**src/hdl/ccr_pkg.sv**
```systemverilog
// Constants for the clock control register block.
// Assumes a 32-bit register bus with 12-bit byte offsets.
// Summary of operation
// - Writing one to enable-set bits 0..3 enables the four event interrupts.
// - Fast start-seen bit 0 reads one once the fast start task fired.
// - Slow start-seen bit 0 reads one once the slow start task fired.
// - Slow start task captures the source selection into a read-only snapshot.
// - Snapshot source encodes 0 for RC oscillator and 1 for crystal.
// - Source select bits 1:0 encode 0 RC, 1 crystal, 2 synthesized.
// - Bypass bit one selects rail-to-rail external clock bypassing the crystal.
// - External bit zero keeps crystal, one switches to an external source.
// - Calibration interval period equals field value times a quarter second.
// - Calibration interval field is seven bits, valid values 1 to 127.
// - Calibration interval keeps its value across low-power resets.
// - Bypass bit zero means crystal or low-swing external source use.
// - Set/clear enable writes of one act, zero ignored, reads show enables.
// - Event flags stay set until software writes zero to them or a one to the summary register.
package ccr_pkg;
  localparam int          ADDR_W          = 12;
  localparam int          NUM_EVT         = 4;
  localparam logic [11:0] OFS_EVT_FAST    = 12'h100;
  localparam logic [11:0] OFS_EVT_SLOW    = 12'h104;
  localparam logic [11:0] OFS_EVT_DONE    = 12'h10c;
  localparam logic [11:0] OFS_EVT_TMO     = 12'h110;
  localparam logic [11:0] OFS_IRQ_SET     = 12'h304;
  localparam logic [11:0] OFS_IRQ_CLR     = 12'h308;
  localparam logic [11:0] OFS_FAST_SEEN   = 12'h408;
  localparam logic [11:0] OFS_FAST_STATE  = 12'h40c;
  localparam logic [11:0] OFS_SLOW_SEEN   = 12'h414;
  localparam logic [11:0] OFS_SLOW_STATE  = 12'h418;
  localparam logic [11:0] OFS_SLOW_SNAP   = 12'h41c;
  localparam logic [11:0] OFS_SLOW_SEL    = 12'h518;
  localparam logic [11:0] OFS_CAL_IV      = 12'h538;
  localparam logic [11:0] OFS_IRQ_STATUS  = 12'h600;
  localparam int          POS_RUNNING     = 16;
  localparam int          POS_BYPASS      = 16;
  localparam int          POS_EXTERNAL    = 17;
  localparam int          SRC_W           = 2;
  localparam int          CAL_W           = 7;
  localparam int          CAL_UNIT_MS     = 250;
  localparam int          CAL_PERIOD_W    = 15;
  localparam logic [1:0]  SRC_RC          = 2'h0;
  localparam logic [1:0]  SRC_XTAL        = 2'h1;
  localparam logic [1:0]  SRC_SYNTH       = 2'h2;
  localparam logic [3:0]  IRQ_EN_RESET    = 4'h0;
  localparam logic [1:0]  SRC_RESET       = 2'h0;
  localparam logic [6:0]  CAL_RESET       = 7'h00;
  localparam logic [1:0]  RESP_OKAY       = 2'h0;
  localparam logic [1:0]  RESP_SLVERR     = 2'h2;
endpackage

```
**src/hdl/ccr_reg_if.sv**
```systemverilog
// Internal register access port between bus slave and register file.
// Assumes both ends sit on sys_clk.
`timescale 1ns/100ps
interface ccr_reg_if;
  logic        wrEn;
  logic [11:0] wrAddr;
  logic [31:0] wrData;
  logic [3:0]  wrStrb;
  logic        wrErr;
  logic [11:0] rdAddr;
  logic [31:0] rdData;
  logic        rdErr;
  modport bus
  (
    output wrEn, wrAddr, wrData, wrStrb, rdAddr,
    input  wrErr, rdData, rdErr
  );
  modport regs
  (
    input  wrEn, wrAddr, wrData, wrStrb, rdAddr,
    output wrErr, rdData, rdErr
  );
endinterface

```
**src/hdl/ccr_axil_slave.sv**
```systemverilog
// AXI4-Lite slave turning bus transfers into register strobes.
// Assumes the register file answers reads and write errors combinationally.
`timescale 1ns/100ps
module ccr_axil_slave
(
  input  wire logic        sys_clk,
  input  wire logic        rst_n,
  input  wire logic [11:0] awaddr,
  input  wire logic        awvalid,
  output      logic        awready,
  input  wire logic [31:0] wdata,
  input  wire logic [3:0]  wstrb,
  input  wire logic        wvalid,
  output      logic        wready,
  output      logic [1:0]  bresp,
  output      logic        bvalid,
  input  wire logic        bready,
  input  wire logic [11:0] araddr,
  input  wire logic        arvalid,
  output      logic        arready,
  output      logic [31:0] rdata,
  output      logic [1:0]  rresp,
  output      logic        rvalid,
  input  wire logic        rready,
  ccr_reg_if.bus           regPort
);
  logic        awHeld_reg;
  logic        wHeld_reg;
  logic [11:0] awAddr_reg;
  logic [31:0] wData_reg;
  logic [3:0]  wStrb_reg;

  // One write at a time: no new address or data until the response drains
  assign awready        = !awHeld_reg && !bvalid;
  assign wready         = !wHeld_reg && !bvalid;
  assign regPort.wrEn   = awHeld_reg && wHeld_reg && !bvalid;
  assign regPort.wrAddr = awAddr_reg;
  assign regPort.wrData = wData_reg;
  assign regPort.wrStrb = wStrb_reg;
  assign arready        = !rvalid;
  assign regPort.rdAddr = araddr;

  always_ff @(posedge sys_clk or negedge rst_n)
  begin
    if (!rst_n)
    begin
      awHeld_reg <= 1'b0;
      awAddr_reg <= 12'h000;
    end
    else if (awvalid && awready)
    begin
      awHeld_reg <= 1'b1;
      awAddr_reg <= awaddr;
    end
    else if (regPort.wrEn)
      awHeld_reg <= 1'b0;
  end

  always_ff @(posedge sys_clk or negedge rst_n)
  begin
    if (!rst_n)
    begin
      wHeld_reg <= 1'b0;
      wData_reg <= 32'h0000_0000;
      wStrb_reg <= 4'h0;
    end
    else if (wvalid && wready)
    begin
      wHeld_reg <= 1'b1;
      wData_reg <= wdata;
      wStrb_reg <= wstrb;
    end
    else if (regPort.wrEn)
      wHeld_reg <= 1'b0;
  end

  always_ff @(posedge sys_clk or negedge rst_n)
  begin
    if (!rst_n)
    begin
      bvalid <= 1'b0;
      bresp  <= ccr_pkg::RESP_OKAY;
    end
    else if (regPort.wrEn)
    begin
      bvalid <= 1'b1;
      bresp  <= regPort.wrErr ? ccr_pkg::RESP_SLVERR : ccr_pkg::RESP_OKAY;
    end
    else if (bready)
      bvalid <= 1'b0;
  end

  always_ff @(posedge sys_clk or negedge rst_n)
  begin
    if (!rst_n)
    begin
      rvalid <= 1'b0;
      rdata  <= 32'h0000_0000;
      rresp  <= ccr_pkg::RESP_OKAY;
    end
    else if (arvalid && arready)
    begin
      rvalid <= 1'b1;
      rdata  <= regPort.rdData;
      rresp  <= regPort.rdErr ? ccr_pkg::RESP_SLVERR : ccr_pkg::RESP_OKAY;
    end
    else if (rready)
      rvalid <= 1'b0;
  end
endmodule

```
**src/hdl/ccr_top.sv**
```systemverilog
// Clock control register block: enables, start status, source select.
// Assumes task and event strobes are one-cycle pulses on sys_clk;
// oscillator status levels arrive asynchronously from the analog side.
`timescale 1ns/100ps
module ccr_top
(
  input  wire logic        sys_clk,
  input  wire logic        rst_n,
  input  wire logic        retRst_n,
  input  wire logic [11:0] awaddr,
  input  wire logic        awvalid,
  output      logic        awready,
  input  wire logic [31:0] wdata,
  input  wire logic [3:0]  wstrb,
  input  wire logic        wvalid,
  output      logic        wready,
  output      logic [1:0]  bresp,
  output      logic        bvalid,
  input  wire logic        bready,
  input  wire logic [11:0] araddr,
  input  wire logic        arvalid,
  output      logic        arready,
  output      logic [31:0] rdata,
  output      logic [1:0]  rresp,
  output      logic        rvalid,
  input  wire logic        rready,
  input  wire logic        fastStartTask,
  input  wire logic        slowStartTask,
  input  wire logic        fastStartedEvt,
  input  wire logic        slowStartedEvt,
  input  wire logic        calDoneEvt,
  input  wire logic        calTimeoutEvt,
  input  wire logic        fastRunning,
  input  wire logic        fastXtalActive,
  input  wire logic        slowRunning,
  output      logic [1:0]  slowSourceSel,
  output      logic        slowBypass,
  output      logic        slowExternal,
  output      logic [1:0]  slowSourceSnap,
  output      logic [6:0]  calInterval,
  output      logic [14:0] calPeriodMs,
  output      logic        irq
);
  ccr_reg_if regPort ();

  ccr_axil_slave i_ccr_axil_slave
  (
    .sys_clk (sys_clk),
    .rst_n   (rst_n),
    .awaddr  (awaddr),
    .awvalid (awvalid),
    .awready (awready),
    .wdata   (wdata),
    .wstrb   (wstrb),
    .wvalid  (wvalid),
    .wready  (wready),
    .bresp   (bresp),
    .bvalid  (bvalid),
    .bready  (bready),
    .araddr  (araddr),
    .arvalid (arvalid),
    .arready (arready),
    .rdata   (rdata),
    .rresp   (rresp),
    .rvalid  (rvalid),
    .rready  (rready),
    .regPort (regPort.bus)
  );

  // Byte lanes to a bit mask, so partial writes touch only their lanes
  function automatic logic [31:0] laneMask(input logic [3:0] strb);
    laneMask = {{8{strb[3]}}, {8{strb[2]}}, {8{strb[1]}}, {8{strb[0]}}};
  endfunction

  // Offset of the event register for a given event index
  function automatic logic [11:0] evtOfs(input int idx);
    case (idx)
      0:       evtOfs = ccr_pkg::OFS_EVT_FAST;
      1:       evtOfs = ccr_pkg::OFS_EVT_SLOW;
      2:       evtOfs = ccr_pkg::OFS_EVT_DONE;
      default: evtOfs = ccr_pkg::OFS_EVT_TMO;
    endcase
  endfunction

  // Every decoded offset; anything else answers with an error
  function automatic logic isMapped(input logic [11:0] a);
    case (a)
      ccr_pkg::OFS_EVT_FAST,
      ccr_pkg::OFS_EVT_SLOW,
      ccr_pkg::OFS_EVT_DONE,
      ccr_pkg::OFS_EVT_TMO,
      ccr_pkg::OFS_IRQ_SET,
      ccr_pkg::OFS_IRQ_CLR,
      ccr_pkg::OFS_FAST_SEEN,
      ccr_pkg::OFS_FAST_STATE,
      ccr_pkg::OFS_SLOW_SEEN,
      ccr_pkg::OFS_SLOW_STATE,
      ccr_pkg::OFS_SLOW_SNAP,
      ccr_pkg::OFS_SLOW_SEL,
      ccr_pkg::OFS_CAL_IV,
      ccr_pkg::OFS_IRQ_STATUS: isMapped = 1'b1;
      default:                 isMapped = 1'b0;
    endcase
  endfunction

  // Write strobe for one offset, shared by every writable register below
  function automatic logic wrHit(input logic en, input logic [11:0] a, input logic [11:0] ofs);
    wrHit = en && (a == ofs);
  endfunction

  logic [31:0] wrMasked;
  logic [31:0] wrMask;
  logic        wrIrqSet;
  logic        wrIrqClr;
  logic        wrStatus;
  logic        wrSlowSel;
  logic        wrCalIv;
  logic [3:0]  evtIn;
  logic [3:0]  evtFlag_reg;
  logic [3:0]  irqEn_reg;
  logic [3:0]  pending;
  logic        fastSeen_reg;
  logic        slowSeen_reg;
  logic [1:0]  srcSel_reg;
  logic        bypass_reg;
  logic        external_reg;
  logic [1:0]  srcSnap_reg;
  logic [6:0]  calIv_reg;
  logic [14:0] calPeriod_reg;
  logic [14:0] calPeriod_next;
  logic [2:0]  meta_reg;
  logic [2:0]  stable_reg;
  logic        fastRunSync;
  logic        fastXtalSync;
  logic        slowRunSync;
  logic        rdHole;
  logic        wrHole;
  logic [31:0] rdValue;

  assign wrMask    = laneMask(regPort.wrStrb);
  assign wrMasked  = regPort.wrData & wrMask;
  assign evtIn     = {calTimeoutEvt, calDoneEvt, slowStartedEvt, fastStartedEvt};

  // One strobe per writable offset
  assign wrIrqSet  = wrHit(regPort.wrEn, regPort.wrAddr, ccr_pkg::OFS_IRQ_SET);
  assign wrIrqClr  = wrHit(regPort.wrEn, regPort.wrAddr, ccr_pkg::OFS_IRQ_CLR);
  assign wrStatus  = wrHit(regPort.wrEn, regPort.wrAddr, ccr_pkg::OFS_IRQ_STATUS);
  assign wrSlowSel = wrHit(regPort.wrEn, regPort.wrAddr, ccr_pkg::OFS_SLOW_SEL);
  assign wrCalIv   = wrHit(regPort.wrEn, regPort.wrAddr, ccr_pkg::OFS_CAL_IV);

  // Oscillator status comes from another clock world; two stages first
  always_ff @(posedge sys_clk or negedge rst_n)
  begin
    if (!rst_n)
    begin
      meta_reg   <= 3'h0;
      stable_reg <= 3'h0;
    end
    else
    begin
      meta_reg   <= {slowRunning, fastXtalActive, fastRunning};
      stable_reg <= meta_reg;
    end
  end

  // Named taps of the second stage; nothing reads the first
  assign fastRunSync  = stable_reg[0];
  assign fastXtalSync = stable_reg[1];
  assign slowRunSync  = stable_reg[2];

  // Flag clears by zero at its own offset or one in the summary register;
  // a new event in the same cycle wins so it is never lost
  genvar gi;
  generate
    for (gi = 0; gi < ccr_pkg::NUM_EVT; gi++)
    begin : g_evt
      logic clrByZero;
      logic clrByOne;
      logic clrHit;
      assign clrByZero = wrHit(regPort.wrEn, regPort.wrAddr, evtOfs(gi)) && wrMask[0] && !regPort.wrData[0];
      assign clrByOne  = wrStatus && wrMasked[gi];
      assign clrHit    = clrByZero || clrByOne;
      always_ff @(posedge sys_clk or negedge rst_n)
      begin
        if (!rst_n)
          evtFlag_reg[gi] <= 1'b0;
        else if (evtIn[gi])
          evtFlag_reg[gi] <= 1'b1;
        else if (clrHit)
          evtFlag_reg[gi] <= 1'b0;
      end
    end
  endgenerate

  // Set register ors ones in, clear register knocks ones out
  always_ff @(posedge sys_clk or negedge rst_n)
  begin
    if (!rst_n)
      irqEn_reg <= ccr_pkg::IRQ_EN_RESET;
    else if (wrIrqSet)
      irqEn_reg <= irqEn_reg | wrMasked[3:0];
    else if (wrIrqClr)
      irqEn_reg <= irqEn_reg & ~wrMasked[3:0];
  end

  // Pending sources; the output is registered, so it trails by a cycle
  assign pending = evtFlag_reg & irqEn_reg;

  // Level output, drops one cycle after the flag or its enable goes
  always_ff @(posedge sys_clk or negedge rst_n)
  begin
    if (!rst_n)
      irq <= 1'b0;
    else
      irq <= |pending;
  end

  // Start-seen bits stick; no stop path lives in this block
  always_ff @(posedge sys_clk or negedge rst_n)
  begin
    if (!rst_n)
      fastSeen_reg <= 1'b0;
    else if (fastStartTask)
      fastSeen_reg <= 1'b1;
  end

  always_ff @(posedge sys_clk or negedge rst_n)
  begin
    if (!rst_n)
      slowSeen_reg <= 1'b0;
    else if (slowStartTask)
      slowSeen_reg <= 1'b1;
  end

  // Snapshot taken from the value standing before any same-cycle write
  always_ff @(posedge sys_clk or negedge rst_n)
  begin
    if (!rst_n)
      srcSnap_reg <= ccr_pkg::SRC_RESET;
    else if (slowStartTask)
      srcSnap_reg <= srcSel_reg;
  end

  // Source select; the crystal-with-external pairing is left to software,
  // the hardware stores what it is given
  always_ff @(posedge sys_clk or negedge rst_n)
  begin
    if (!rst_n)
      srcSel_reg <= ccr_pkg::SRC_RESET;
    else if (wrSlowSel && wrMask[0])
      srcSel_reg <= regPort.wrData[ccr_pkg::SRC_W-1:0];
  end

  // Bypass only sets the swing the crystal pins expect
  always_ff @(posedge sys_clk or negedge rst_n)
  begin
    if (!rst_n)
      bypass_reg <= 1'b0;
    else if (wrSlowSel && wrMask[ccr_pkg::POS_BYPASS])
      bypass_reg <= regPort.wrData[ccr_pkg::POS_BYPASS];
  end

  // External clock stands in for the crystal, so it needs source crystal
  always_ff @(posedge sys_clk or negedge rst_n)
  begin
    if (!rst_n)
      external_reg <= 1'b0;
    else if (wrSlowSel && wrMask[ccr_pkg::POS_EXTERNAL])
      external_reg <= regPort.wrData[ccr_pkg::POS_EXTERNAL];
  end

  // Retained: only the retention reset clears it, not the system reset
  always_ff @(posedge sys_clk or negedge retRst_n)
  begin
    if (!retRst_n)
      calIv_reg <= ccr_pkg::CAL_RESET;
    else if (wrCalIv &&
             wrMask[0] && regPort.wrData[ccr_pkg::CAL_W-1:0] != 7'h00)
      calIv_reg <= regPort.wrData[ccr_pkg::CAL_W-1:0];
  end

  // Widest product, 127 units of 250 ms, still fits in 15 bits
  assign calPeriod_next = 15'(calIv_reg * ccr_pkg::CAL_UNIT_MS);

  // Period in milliseconds for the calibration timer, registered
  always_ff @(posedge sys_clk or negedge rst_n)
  begin
    if (!rst_n)
      calPeriod_reg <= 15'h0000;
    else
      calPeriod_reg <= calPeriod_next;
  end

  // Read mux; set and clear enable registers both show the enables
  always_comb
  begin
    rdValue = 32'h0000_0000;
    case (regPort.rdAddr)
      ccr_pkg::OFS_EVT_FAST:   rdValue[0] = evtFlag_reg[0];
      ccr_pkg::OFS_EVT_SLOW:   rdValue[0] = evtFlag_reg[1];
      ccr_pkg::OFS_EVT_DONE:   rdValue[0] = evtFlag_reg[2];
      ccr_pkg::OFS_EVT_TMO:    rdValue[0] = evtFlag_reg[3];
      ccr_pkg::OFS_IRQ_STATUS: rdValue[3:0] = evtFlag_reg;
      ccr_pkg::OFS_IRQ_SET,
      ccr_pkg::OFS_IRQ_CLR:    rdValue[3:0] = irqEn_reg;
      ccr_pkg::OFS_FAST_SEEN:  rdValue[0] = fastSeen_reg;
      ccr_pkg::OFS_FAST_STATE:
      begin
        rdValue[0]                    = fastXtalSync;
        rdValue[ccr_pkg::POS_RUNNING] = fastRunSync;
      end
      ccr_pkg::OFS_SLOW_SEEN:  rdValue[0] = slowSeen_reg;
      ccr_pkg::OFS_SLOW_STATE:
      begin
        rdValue[1:0]                  = srcSnap_reg;
        rdValue[ccr_pkg::POS_RUNNING] = slowRunSync;
      end
      ccr_pkg::OFS_SLOW_SNAP:  rdValue[1:0] = srcSnap_reg;
      ccr_pkg::OFS_SLOW_SEL:
      begin
        rdValue[1:0]                   = srcSel_reg;
        rdValue[ccr_pkg::POS_BYPASS]   = bypass_reg;
        rdValue[ccr_pkg::POS_EXTERNAL] = external_reg;
      end
      ccr_pkg::OFS_CAL_IV:     rdValue[6:0] = calIv_reg;
      default:                 rdValue = 32'h0000_0000;
    endcase
  end

  // Holes in the map answer with an error and read as zero
  assign rdHole         = !isMapped(regPort.rdAddr);
  // Read-only offsets accept writes silently; only holes report an error
  assign wrHole         = !isMapped(regPort.wrAddr);
  assign regPort.rdData = rdValue;
  assign regPort.rdErr  = rdHole;
  assign regPort.wrErr  = wrHole;

  assign slowSourceSel  = srcSel_reg;
  assign slowBypass     = bypass_reg;
  assign slowExternal   = external_reg;
  assign slowSourceSnap = srcSnap_reg;
  assign calInterval    = calIv_reg;
  assign calPeriodMs    = calPeriod_reg;
endmodule

```
**config.mk**
```make
export PLATFORM = sky130hd
export DESIGN_NAME = ccr_top
export DESIGN_NICKNAME = d
export VERILOG_FILES = /design/src/hdl/ccr_pkg.sv /design/src/hdl/ccr_reg_if.sv /design/src/hdl/ccr_axil_slave.sv /design/src/hdl/ccr_top.sv
export SDC_FILE = /design/constraint.sdc
export NUM_CORES = 1
export LEC_CHECK = 0
export BUFFER_PORTS_ARGS = -buffer_cell sky130_fd_sc_hd__buf_4
export CORE_ASPECT_RATIO = 1.1
export CORE_UTILIZATION = 52
export DETAILED_ROUTE_END_ITERATION = 16
export GPL_TIMING_DRIVEN = 0
export HOLD_SLACK_MARGIN = 0.1
export PLACE_DENSITY = 0.88
export REMOVE_ABC_BUFFERS = 1
export SLEW_MARGIN = 20
export SYNTH_ARGS = -nofsm -noshare
export SYNTH_HDL_FRONTEND = slang
export SYNTH_SLANG_ARGS = --single-unit
```
**constraint.sdc**
```tcl
create_clock -name sys_clk -period 4.85 [get_ports sys_clk]
set_input_delay 0.7275 -clock sys_clk [delete_from_list [all_inputs] [get_ports sys_clk]]
set_output_delay 0.7275 -clock sys_clk [all_outputs]
set_load 0.01 [all_outputs]
```
After elaboration in Yosys (flattened, before gate mapping)
Index checks and enable logic that the tools add are counted.
{ "op_classes": {"n_addsub": 0, "multipliers": 1, "n_div": 0, "order_cmp": 0, "n_eq_ne": 28, "shift": 0, "mux": 27, "bitwise_logic": 5, "n_reduce_logical": 57} }
{ "ops": {"columns": ["operator", "count"], "rows": [
  ["== test 12 x 11 -> 1 bit (second input constant)", 16],
  ["== test 12 x 9 -> 1 bit (second input constant)", 8],
  ["== test 12 x 10 -> 1 bit (second input constant)", 4],
  ["logical AND 1 bit", 32],
  ["OR reduction 14 bit", 2],
  ["2-to-1 mux 1 bit", 18],
  ["nonzero test 2 bit", 9],
  ["multiplier 7 x 7 -> 14 bit (second input constant)", 1],
  ["bitwise AND 4 bit", 3],
  ["case mux 1 bit (11 select lines)", 1],
  ["2-to-1 mux 4 bit", 2],
  ["nonzero test 7 bit", 1],
  ["case mux 2 bit (3 select lines)", 1],
  ["OR reduction 2 bit", 3],
  ["logical NOT 1 bit", 5],
  ["case mux 1 bit (5 select lines)", 1],
  ["logical OR 1 bit", 4],
  ["2-to-1 mux 2 bit", 2],
  ["NOT 4 bit", 1],
  ["bitwise OR 4 bit", 1],
  ["OR reduction 4 bit", 1],
  ["2-to-1 mux 3 bit", 1],
  ["case mux 1 bit (3 select lines)", 1]
]} }
{ "word_totals": {"register_bits": 94, "latch_bits": 0, "ram_bits": 0, "romBits": 0, "in_bits": 77, "out_inout_bits": 70, "elab_cells": 144, "memories": 0} }

Longest topological paths before layout
{ "logic_depth": {"depth_word": 8, "mapped_depth": 12, "ltp_nobuf": 12} }

Hierarchy
From an unflattened synthesis, not the netlist that was laid out.
{ "hier_totals": {"hier_cells": 531, "area_unflattened_um2": 6912.9} }
{ "modules_own_cells": {"columns": ["mod", "n_inst", "cells_per_inst", "area_each_um2", "seq_area_each_um2"], "rows": [
  ["ccr_axil_slave", 1, 207, 3467.1, 2152.1],
  ["ccr_top", 1, 324, 3445.8, 1101.1]
]} }

Worst setup path before layout
No wires, ideal clock.
{ "synth_timing": {"kind": "register -> register", "from": "register calIv_reg[2], in the netlist calInterval[2]", "to": "register calPeriod_reg[14], in the netlist calPeriodMs[14]", "setup_time_ns": 0.080, "arrival_time_ns": 3.690, "required_time_ns": 4.770, "path_slack_ns": 1.080, "path_stages_with_launch": 13, "path_buffers": 0, "period_less_slack_ns": 3.770, "cell_sequence": "dfrtp_1 fa_1 fa_1 inv_1 fa_1 fa_1 inv_1 ha_1 nand3_1 o2111ai_1 a31o_2 a21oi_1 xnor2_1"} }
{ "synth_via": {"elab_chain_len": 1} }
{ "synth_rtl": {"columns": ["item", "line", "source"], "rows": [
  ["start: declaration", "ccr_top.sv:128", "logic [6:0] calIv_reg;"],
  ["start signal: assignment", "ccr_top.sv:276", "calIv_reg <= ccr_pkg::CAL_RESET;"],
  ["start signal: assignment", "ccr_top.sv:279", "calIv_reg <= regPort.wrData[ccr_pkg::CAL_W-1:0];"],
  ["multiplier 7 x 7 -> 14 bit", "ccr_top.sv:283", "assign calPeriod_next = 15'(calIv_reg * ccr_pkg::CAL_UNIT_MS);"],
  ["net calPeriod_next[14]", "ccr_top.sv:130", "logic [14:0] calPeriod_next;"],
  ["end signal: assignment", "ccr_top.sv:291", "calPeriod_reg <= calPeriod_next;"],
  ["end: declaration", "ccr_top.sv:129", "logic [14:0] calPeriod_reg;"]
]} }
The timed path passes the listed nets, and every way through them passes these cells.
A chain may end at the register's enable or synchronous reset.

Worst setup path in the final report
{ "layout_timing": {"from": "register calIv_reg[1], in the netlist calInterval[1]", "to": "register calPeriod_reg[13], in the netlist calPeriodMs[13]"} }
Same word-level chain as after synthesis.

==> results.toml <==
[timing]
tightest_slew_ns = 0.938
fin_crit_sh_pct = 84.3
finalHoldViolCount = 0
fin_setup_tns_ns = 0
setup_viol = 0
drv_slew = 0
rsz0062_at_grt = "false"
finalClockSkew_ns = 0.00795
timing.final.crit_period_ns = 4.09
slew_headroom_pct = 37.4
fmax_mhz = 245

[synthesis]
syn-cell-area_um2 = 4970
synth_warnings = 0
ys_seq_area_share_pct = 41.3
synth-edff-count = 0
async_flop_share_pct = 100
syn_inst = 443
synth.ff_latch_count = 82
synth.distinct_cells = 61
synth-main-ff-cell = "dfrtp_1"
avgSynthCellArea_um2 = 11.2

[finish]
largest_reg_flops = 14
drive_above_1_share_pct = 27.6
syn2layout_area_growth_pct = 18.4
final_area_um2 = 5880
final_nets = 669
n_antenna_cell = 0

[placement]
dp_hpwl_um = 8190
dpl_cell_area_um2 = 5680
place.gp.congestion = 0.905
port_buffers = 95

[die]
die_w_um = 95.2
pin_count = 147
fp.coreArea_um2 = 9310
die_area_um2 = 9950
initial_core_util_pct = 53.4
rows = 37
die_h_um = 105

[worst_setup_path]
regToRegSetupSlack_ns = 0.76
reg2reg_from = "calInterval[1]$_DFFE_PN0P_"
end_kind = "register"
start_kind = "register"
reg2reg_to = "calPeriodMs[13]$_DFF_PN0_"
arrival_ns = 4.34
crit_type = "reg2reg"
cp.required_ns = 5.10
worst-r2r-cell-count = 12
worstPathMaxFanout = 8

[pwr]
p_per_area_nw_per_um2 = 328
p_switching_uw = 634
comb_power_share_pct = 22.8
p_int_uw = 1300
vdd_drop_max_mv = 0.260
p_clk_share_pct = 27.3
switching_share_pct = 32.8
pwr-share-seq_pct = 49.9
leakagePower_uw = 0.00300

[drt]
vias = 3669
wl_um = 10700
via_per_inst = 5.55
drtIter0Drc = 257
drc_errors = 0
wire_per_inst_um = 16.2
antenna_left = 0
first_pass_iters = 4

[clock_tree]
cts_resized = 0
post_cts_buffers = 0
clock-sinks = 82
cts_made_buffers = 9
cts_root_buf = "clkbuf_8"
cts_buffer_depth = 2
clk-insertion-delay-late_ns = 0.36
cts.htree.levels = 3
hold_buffers = 0
cts_tree = "built"
path_clk_slew_ns = 0.09

[global_routing]
grt_pass1_wl_um = 17600
track_usage_pct = 23.0
overflow = 0
antenna_found_initial = 0
grt_pass1_vias = 3699
grt_max_degree = 76

[run]
max-cap-violations = 0

[run_status]
status = "complete, no violations"

[min_path]
hold_class = "in2async"
power groups by stage:
stage | clock [uW] | combinational (uW) | sequential [uW]
after floorplan | 0 | 287 | 931
after global placement | 0 | 421 | 962
after detailed placement | 0 | 440 | 974
after CTS | 533 | 443 | 959
after global routing | 568 | 488 | 982
final | 526 | 440 | 964
Yosys cell counts (3+ instances only):
library cell	count	share of area, %
fa_1	18	7.3
o21ai_1	4	0.40
o21ai_0	4	0.40
ha_1	35	8.8
nor3b_1	3	0.45
mux2_2	20	4.5
nand2_1	34	2.6
nor3_1	10	1.0
a31o_1	4	0.70
mux2i_1	4	0.81
a22o_1	4	0.70
buf_2	4	0.40
dfrtp_1	82	41
nor2b_1	5	0.63
mux2_1	13	2.9
buf_4	28	4.2
nor2_1	25	1.9
mux2_4	7	2.1
o31ai_1	3	0.45
nand4_1	6	0.76
nand4b_1	3	0.53
a21oi_1	13	1.3
nand3b_1	4	0.60
inv_1	32	2.4
o2111ai_1	4	0.70
xnor2_1	12	2.1
nand3_1	12	1.2
a21boi_0	3	0.45
cell families after synthesis:
group	Yosys count	synth area share (%)
adders and majority gates	53	16.1
xor gates and xnor gates	13	2.29
other	1	0.0755
buffers and inverters	68	7.65
and+or+nand+nor	126	14.2
muxes	44	10.4
DFF	82	41.3
AOI/OAI and AO/OA	56	8.06
cell type report:
cell class	instances	area, um^2
clock buffer	10	138
tap	117	146
sequential	82	2050
timing repair buffer	96	721
fill	715	3420
inverter	32	120
multi-input combinational	318	2640
clock inverter	6	71.3
worst max-delay path, stage by stage, from the launching register on:
cell and delay [ns]:
dfrtp_1 0.65, fa_1 0.54, fa_1 0.51, inv_1 0.05, fa_1 0.48, fa_1 0.51, inv_1 0.04, ha_1 0.37
nand3_1 0.15, o2111ai_1 0.29, a31o_1 0.19, a21oi_1 0.07, xnor2_1 0.12
worst max-delay path by stage:
stage / start / end / slack (ns) / cells after the start
3_3_place_gp: calInterval[1]$_DFFE_PN0P_ / calPeriodMs[14]$_DFF_PN0_ / 0.83 / 12
2_1_floorplan: calInterval[2]$_DFFE_PN0P_ / calPeriodMs[14]$_DFF_PN0_ / 1.08 / 12
3_5_place_dp: calInterval[1]$_DFFE_PN0P_ / calPeriodMs[14]$_DFF_PN0_ / 0.78 / 12
5_1_grt: calInterval[2]$_DFFE_PN0P_ / calPeriodMs[14]$_DFF_PN0_ / 0.58 / 12
4_1_cts: calInterval[1]$_DFFE_PN0P_ / calPeriodMs[14]$_DFF_PN0_ / 0.78 / 12
6_report: calInterval[1]$_DFFE_PN0P_ / calPeriodMs[13]$_DFF_PN0_ / 0.76 / 12
cell usage in the layout, fill, tap and decap left out, drive strengths merged, types with 3 or more instances in the layout:
cell type / netlist / routed
o21ai: 8 / 8
nand4b: 4 / 4
o31ai: 3 / 3
nor3b: 3 / 3
clkbuf: 1 / 10
inv: 32 / 35
a21boi: 3 / 3
fa: 18 / 18
nor2b: 5 / 5
mux2: 40 / 40
nand4: 6 / 6
mux2i: 4 / 4
dfrtp: 82 / 82
nor3: 13 / 13
buf: 35 / 96
a21oi: 13 / 13
nor4b: 3 / 3
nand3b: 4 / 4
a31o: 5 / 5
xnor2: 12 / 12
nor2: 25 / 25
nand3: 12 / 12
nor4: 4 / 4
ha: 35 / 35
o2111ai: 4 / 4
conb: 1 / 26
nand2: 34 / 34
a22o: 4 / 4
routing by layer:
layer / vias to the layer above / track usage [%] / part of all wire, %
met3: 20 / 4.15 / 5.8
met4: 0 / 9.09 / 2.0
met2: 139 / 38.8 / 51
met1: 1813 / 28.9 / 41
met5: - / 0 / 0
li1: 1697 / - / -
per-stage QoR:
step	power [uW]	hold slack (ns)	setup slack, ns	cells	utilization (%)
after global placement	1380	0.337	0.833	644	60.9
after floorplan	1220	0.331	1.08	432	-
final	1930	0.161	0.761	661	63.2
after global routing	2040	0.152	0.580	661	63.2
after detailed placement	1410	0.338	0.783	645	61.0
after CTS	1930	0.151	0.783	661	63.2
Power figures use the tool's default switching activity.
